`src/hw/sac_map.svh`:
```
`ifndef SAC_MAP_SVH
`define SAC_MAP_SVH
// Frame layout
`define SAC_FRAME_BITS 16
`define SAC_BYTE_BITS 8
`define SAC_ADDR_MSB 15
`define SAC_ADDR_LSB 8
`define SAC_CODE_MSB 7
`define SAC_CODE_LSB 0
// Channel addresses
`define SAC_ADDR_CH1 8'h00
`define SAC_ADDR_CH2 8'h01
`define SAC_ADDR_CH3 8'h02
// Attenuation code boundaries
`define SAC_CODE_COARSE 8'h60
`define SAC_CODE_MUTE 8'h7F
// Reset values: muted, code parked at mute
`define SAC_RESET_CODE 8'h7F
`define SAC_RESET_SHIFT 16'h0000
// Attenuation reported for a muted channel, in half-dB units
`define SAC_MUTE_HALF_DB 9'h0C8
// Host setup time before the first clock edge, in ns
`define SAC_SETUP_NS 150
`define SAC_CLK_PERIOD_NS 20
`define SAC_SETUP_CYCLES ((`SAC_SETUP_NS + `SAC_CLK_PERIOD_NS - 1) / `SAC_CLK_PERIOD_NS)
`endif

```
`src/hw/sac_pkg.sv`:
```
`default_nettype none
package sac_pkg;
   // Decoded setting of one channel
   typedef enum logic [1:0] {
      SAC_FINE,
      SAC_COARSE,
      SAC_MUTED
   } sac_range_t;
   // Frame receive progress
   typedef enum logic [1:0] {
      SAC_IDLE,
      SAC_SHIFT,
      SAC_LATCH
   } sac_state_t;
endpackage
`default_nettype wire

```
`src/hw/sac_top.sv`:
```
`timescale 1ns/1ps
`default_nettype none
`include "sac_map.svh"
module sac_top #(
   parameter int FRAME_BITS = `SAC_FRAME_BITS
) (
   input wire logic MCLK,
   input wire logic RST,
   input wire logic SER_CLK,
   input wire logic FRAME_EN_N,
   input wire logic SER_DIN,
   output logic SER_DOUT,
   output logic [7:0] CH1_CODE,
   output logic [7:0] CH2_CODE,
   output logic CH1_MUTE,
   output logic CH2_MUTE,
   output logic [8:0] CH1_ATTEN_HALF_DB,
   output logic [8:0] CH2_ATTEN_HALF_DB,
   output logic FRAME_DONE
);
   // ****************************************
   // Pin synchronisation
   // ****************************************
   logic [2:0] pins_sync;
   logic sclk_s;
   logic en_n_s;
   logic din_s;
   logic sclk_d;
   logic en_n_d;
   logic sclk_rise;
   logic en_rise;
   sac_sync #(
      .WIDTH(3),
      .INIT(3'h2)
   ) u_sync (
      .clk(MCLK),
      .rst(RST),
      .din({SER_CLK, FRAME_EN_N, SER_DIN}),
      .dout(pins_sync)
   );
   assign sclk_s = pins_sync[2];
   assign en_n_s = pins_sync[1];
   assign din_s = pins_sync[0];

   // Edge history, reset idle: enable high
   always_ff @(posedge MCLK) begin
      if (RST) begin
         sclk_d <= 1'b0;
         en_n_d <= 1'b1;
      end else begin
         sclk_d <= sclk_s;
         en_n_d <= en_n_s;
      end
   end
   assign sclk_rise = sclk_s & ~sclk_d;
   assign en_rise = en_n_s & ~en_n_d;

   // ****************************************
   // Shift register and chain output
   // ****************************************
   logic [FRAME_BITS-1:0] shreg;
   logic shift_ok;
   // Enable low gates the shift; high freezes the shift register and chain output
   assign shift_ok = sclk_rise & ~en_n_s;

   // New bit enters at LSB so the first bit ends up as MSB
   always_ff @(posedge MCLK) begin
      if (RST) begin
         shreg <= `SAC_RESET_SHIFT;
      end else if (shift_ok) begin
         shreg <= {shreg[FRAME_BITS-2:0], din_s};
      end
   end

   // MSB falls out as the new bit arrives, feeding the next device
   always_ff @(posedge MCLK) begin
      if (RST) begin
         SER_DOUT <= 1'b0;
      end else if (shift_ok) begin
         SER_DOUT <= shreg[FRAME_BITS-1];
      end
   end

   // ****************************************
   // Latch and decode
   // ****************************************
   logic [7:0] addr_byte;
   logic [7:0] code_byte;
   assign addr_byte = shreg[`SAC_ADDR_MSB:`SAC_ADDR_LSB];
   assign code_byte = shreg[`SAC_CODE_MSB:`SAC_CODE_LSB];

   // Half-dB units: fine range linear, coarse adds 2 per code, mute parked at 200
   function automatic logic [8:0] sac_half_db(input logic [7:0] code);
      logic [8:0] c;
      c = {1'b0, code};
      if (code >= `SAC_CODE_MUTE) begin
         sac_half_db = `SAC_MUTE_HALF_DB;
      end else if (code >= `SAC_CODE_COARSE) begin
         sac_half_db = 9'(c + c - 9'h060);
      end else begin
         sac_half_db = c;
      end
   endfunction

   function automatic sac_pkg::sac_range_t sac_range(input logic [7:0] code);
      if (code >= `SAC_CODE_MUTE) begin
         sac_range = sac_pkg::SAC_MUTED;
      end else if (code >= `SAC_CODE_COARSE) begin
         sac_range = sac_pkg::SAC_COARSE;
      end else begin
         sac_range = sac_pkg::SAC_FINE;
      end
   endfunction

   // Receive progress, mainly for observation
   sac_pkg::sac_state_t state;
   always_ff @(posedge MCLK) begin
      if (RST) begin
         state <= sac_pkg::SAC_IDLE;
      end else begin
         case (state)
            sac_pkg::SAC_IDLE: begin
               if (!en_n_s) begin
                  state <= sac_pkg::SAC_SHIFT;
               end
            end
            sac_pkg::SAC_SHIFT: begin
               if (en_rise) begin
                  state <= sac_pkg::SAC_LATCH;
               end
            end
            sac_pkg::SAC_LATCH: begin
               state <= sac_pkg::SAC_IDLE;
            end
            default: begin
               state <= sac_pkg::SAC_IDLE;
            end
         endcase
      end
   end

   // Channel one; third address has no ladder here, so it is a no-op
   always_ff @(posedge MCLK) begin
      if (RST) begin
         CH1_CODE <= `SAC_RESET_CODE;
      end else if (en_rise && addr_byte == `SAC_ADDR_CH1) begin
         CH1_CODE <= code_byte;
      end
   end

   // Channel two
   always_ff @(posedge MCLK) begin
      if (RST) begin
         CH2_CODE <= `SAC_RESET_CODE;
      end else if (en_rise && addr_byte == `SAC_ADDR_CH2) begin
         CH2_CODE <= code_byte;
      end
   end

   // Decoded outputs registered for clean levels
   always_ff @(posedge MCLK) begin
      if (RST) begin
         CH1_MUTE <= 1'b1;
         CH2_MUTE <= 1'b1;
         CH1_ATTEN_HALF_DB <= `SAC_MUTE_HALF_DB;
         CH2_ATTEN_HALF_DB <= `SAC_MUTE_HALF_DB;
      end else begin
         CH1_MUTE <= (sac_range(CH1_CODE) == sac_pkg::SAC_MUTED);
         CH2_MUTE <= (sac_range(CH2_CODE) == sac_pkg::SAC_MUTED);
         CH1_ATTEN_HALF_DB <= sac_half_db(CH1_CODE);
         CH2_ATTEN_HALF_DB <= sac_half_db(CH2_CODE);
      end
   end

   // One pulse per latched frame, addressed to us or not
   always_ff @(posedge MCLK) begin
      if (RST) begin
         FRAME_DONE <= 1'b0;
      end else begin
         FRAME_DONE <= en_rise;
      end
   end
endmodule
`default_nettype wire

```
`src/hw/sac_sync.sv`:
```
`timescale 1ns/1ps
`default_nettype none
// Two-flop synchroniser; first stage feeds only the second
module sac_sync #(
   parameter int WIDTH = 3,
   parameter logic [WIDTH-1:0] INIT = '0
) (
   input wire logic clk,
   input wire logic rst,
   input wire logic [WIDTH-1:0] din,
   output logic [WIDTH-1:0] dout
);
   logic [WIDTH-1:0] meta;
   // Both stages reset to a safe level
   always_ff @(posedge clk) begin
      if (rst) begin
         meta <= INIT;
         dout <= INIT;
      end else begin
         meta <= din;
         dout <= meta;
      end
   end
endmodule
`default_nettype wire

```
`config.mk`:
```
export PLATFORM = sky130hd
export DESIGN_NAME = sac_top
export DESIGN_NICKNAME = d
export VERILOG_FILES = /design/src/hw/sac_pkg.sv /design/src/hw/sac_top.sv /design/src/hw/sac_sync.sv
export VERILOG_INCLUDE_DIRS = /design/src /design/src/hw
export SDC_FILE = /design/constraint.sdc
export NUM_CORES = 1
export LEC_CHECK = 0
export BUFFER_PORTS_ARGS = -buffer_cell sky130_fd_sc_hd__buf_2
export CELL_PAD_IN_SITES_DETAIL_PLACEMENT = 0
export CELL_PAD_IN_SITES_GLOBAL_PLACEMENT = 1
export CORE_ASPECT_RATIO = 0.75
export CORE_UTILIZATION = 30
export CTS_BUF_LIST = sky130_fd_sc_hd__clkbuf_8 sky130_fd_sc_hd__clkbuf_16
export DETAILED_ROUTE_END_ITERATION = 8
export PLACE_DENSITY = 0.66
export SLEW_MARGIN = 40
export SYNTH_ARGS = -nofsm -noshare
export SYNTH_HDL_FRONTEND = slang
export SYNTH_SLANG_ARGS = --single-unit
```
`constraint.sdc`:
```
create_clock -name MCLK -period 1.15 [get_ports MCLK]
set_input_delay 0.23 -clock MCLK [delete_from_list [all_inputs] [get_ports MCLK]]
set_output_delay 0.23 -clock MCLK [all_outputs]
set_load 0.01 [all_outputs]
```
==> run_results.csv <==
group,metric,value,unit
outcome,status,"complete, but fails checks",
outcome,violations,"setup timing",
power,combinationalPowerShare,0.071,
synthesis,synth_fa_ha_area_frac,0.0209,
clock_network,root_buffer,"clkbuf_8",
routing,drt_iter0_markers,50,
critical_path,end_kind,"flip-flop",
cells_and_area,stdcell_area,4060,um^2
synthesis,avgSynthCellArea,9.75,um^2
critical_path,crit_path_max_incr_delay,0.39,ns
power,power_frac_seq,0.483,
sta,min_period,1.26,ns
routing,vias_per_cell,4.57,
critical_path,worst_path_max_delay_cell,"nor4_4",
placement,gp_congestion,0.778,
placement,post_dp_cell_area,3020,um^2
cells_and_area,fin_util,0.538,
synthesis,synth_compound_area_frac,0.0963,
synthesis,synth_mux_area_frac,0.0880,
clock_network,cts_tree,"done",
synthesis,yosysUniqueCellTypes,42,
cells_and_area,diodes,0,
synthesis,synth_area,2390,um^2
cells_and_area,fillers,634,
clock_network,path_clk_slew,0.07,ns
floorplan,io_pins,43,
critical_path,cp-start-kind,"flip-flop",
power,switchingPower,0.000982,W
routing,drt_wl_total,6290,um
cells_and_area,drive_gt1_frac,0.605,
power,power,0.00456,W
power,ir_worst_vdd,0.000649,V
power,power_density,1120,nW/um^2
power,power.clock.fraction,0.446,
job,maxCapViolations,0,
sta,fin_setup_tns,-2.15,ns
global_route,grt_pass1_vias,1826,
sta,fin_skew,0.00606,ns
floorplan,core_area,7530,um^2
cells_and_area,layout.nets,372,
power,switching_share,0.216,
worst_hold_path,hold_path_class,"in -> reg",
global_route,grt_max_degree,26,
sta,rsz0062_at_grt,"true",
floorplan,die_w,105,um
floorplan,fp-row-count,27,
synthesis,netlist_instances,245,
placement,io_buffers,42,
sta,max_freq,0.793,GHz
clock_network,clockBufferDepth,2,
routing,dr.pass1.iters,4,
power,leakagePower,1.93,nW
sta,finalHoldViolations,0,
synthesis,synth_xor_area_frac,0.00366,
sta,maxSlewViolCount,0,
clock_network,clk_latency,0.33,ns
global_route,grt-ovfl-total,0,
synthesis,synth-seq-cells,62,
floorplan,dieArea,8330,um^2
clock_network,hold_buffers,0,
critical_path,cp_cell_sequence,"nor4_4, nand3_4, mux2i_1",
critical_path,critical_path_arrival,1.46,ns
routing,wl_per_cell,13.4,um
cells_and_area,seq_area,1290,um^2
floorplan,die_h,79.3,um
global_route,antenna_found_initial,0,
power,p_int,0.00357,W
sta,timing.final.ws_setup,-0.112,ns
critical_path,cp.required,1.35,ns
synthesis,synthSimpleGateAreaFrac,0.226,
placement,dp.final_hpwl,3730,um
floorplan,start_util,0.317,
clock_network,cts.sinks,62,
cells_and_area,syn_to_final_growth,69.7,%
sta,fin_crit_sh,1.10,
synthesis,synth_top_family_by_area,"simple AND/OR/NAND/NOR gates",
routing,ant_nets,0,
critical_path,path_max_fanout,8,
clock_network,cts_buffers,9,
global_route,grt_first_pass_wirelength,8800,um
placement,place_ws,-0.0999,ns
cells_and_area,final_cell_mix,"buf_6, dfxtp_1, buf_4, nor2_1, buf_2",
clock_network,htree_levels,3,
critical_path,worst-setup-path-type,"reg -> reg",
global_route,grt.total_usage,0.140,
cells_and_area,multi_input_area,1360,um^2
synthesis,ys_seq_area_frac,0.519,
routing,num_vias,2141,
routing,remaining_drc_errors,0,
sta,setup_viol,44,
cells_and_area,final_common_cell,"buf_6",
synthesis,yosys_warnings,0,
-- registers in the layout, summed over array words and instances (netlist names), 3 cells and up --
signal and flops:
CH1_CODE 8, u_sync.dout 3, CH1_ATTEN_HALF_DB 9, CH2_ATTEN_HALF_DB 9, u_sync.meta 3, CH2_CODE 8, shreg 16
-- what timing repair did --
action | CTS | global route
cloned | 0 | 2
gates resized for setup | 60 | 87
setup buffers | 8 | 21
pin swaps | 2 | 44
endpoints found under the setup margin | 46 | 65
-- power by group through the flow --
| stage | sequential, W | combinational (W) | clock, W |
|---|---|---|---|
| detailed placement | 0.00226 | 0.000239 | 0 |
| global placement | 0.00226 | 0.000238 | 0 |
| floorplan | 0.00228 | 0.000121 | 0 |
| finish | 0.00220 | 0.000325 | 0.00203 |
| global route | 0.00220 | 0.000352 | 0.00221 |
| CTS | 0.00220 | 0.000277 | 0.00211 |
-- cell usage after synthesis --
library cell / number / area share
or2b_2: 1 / 0.0037
clkbuf_1: 1 / 0.0016
nor4_4: 1 / 0.0089
nand4bb_1: 1 / 0.0047
and3_1: 2 / 0.0052
and4bb_2: 1 / 0.0052
a311oi_1: 1 / 0.0037
a21oi_4: 1 / 0.0068
mux2i_1: 21 / 0.088
nor3b_1: 1 / 0.0031
or2_2: 3 / 0.0079
nor3_1: 1 / 0.0021
o211ai_1: 3 / 0.0094
a21oi_1: 22 / 0.046
nor4_1: 1 / 0.0026
nand3_1: 1 / 0.0021
xor2_1: 1 / 0.0037
or2b_1: 2 / 0.0063
inv_1: 5 / 0.0079
o22ai_1: 1 / 0.0026
nor2_1: 27 / 0.042
or3b_1: 1 / 0.0037
o21a_1: 3 / 0.0094
buf_2: 2 / 0.0042
o21ai_0: 4 / 0.0084
ha_1: 4 / 0.021
a21boi_0: 1 / 0.0031
a21o_1: 1 / 0.0031
nor4b_2: 1 / 0.0063
nand2_1: 45 / 0.071
nor2b_1: 6 / 0.016
and2_1: 1 / 0.0026
o221ai_1: 1 / 0.0037
nand4_1: 3 / 0.0079
dfxtp_1: 62 / 0.52
or3_1: 1 / 0.0026
buf_6: 4 / 0.019
nand3_4: 2 / 0.015
conb_1: 1 / 0.0016
nor3b_4: 1 / 0.0079
buf_4: 2 / 0.0063
dlymetal6s2s_1: 1 / 0.0052
-- routing by layer --
layer	wire length, um	GRT usage	vias to the layer above
li1	-	-	1067
met1	2810	0.180	1011
met2	3080	0.212	59
met3	356	0.0476	4
met4	42	0.0634	0
met5	0	0	-
-- kinds of logic after synthesis --
family	Yosys count
buffers and inverters	15
AO/OA/AOI/OAI	38
flip-flops	62
adder cells (fa/ha/maj)	4
multiplexers	21
XOR/XNOR	1
AND/OR/NAND/NOR	103
other	1
-- critical path, delay by kind of cell, from the launching register on --
kind	cells	cell delay, ns
flip-flops	1	0.33
AND/OR/NAND/NOR	2	0.63
multiplexers	1	0.18
-- through the flow --
stage          cells  hold slack [ns]
2_1_floorplan    246            0.334
3_3_place_gp     422            0.392
3_5_place_dp     422            0.393
4_1_cts          445           0.0568
5_1_grt          468           0.0662
6_report         468           0.0790
-- worst paths after layout --
kind / startpoint / end / slack, ns / cells past startpoint
max reg2reg: shreg[9] / CH2_CODE[0] / -0.11 / 3
max: shreg[9] / CH2_CODE[0] / -0.11 / 3
min reg2reg: u_sync.meta[1] / u_sync.dout[1] / 0.41 / 1
min: FRAME_EN_N / u_sync.meta[1] / 0.08 / 2
-- area by class of cell --
cell class	count	share of cell area
clock buffer	12	0.0435
timing repair buffer	116	0.256
clock inverter	3	0.0102
multi-input combinational	169	0.334
sequential	62	0.319
inverter	5	0.00525
tap	101	0.0312
No activity file was read; power rests on OpenSTA's default activity.
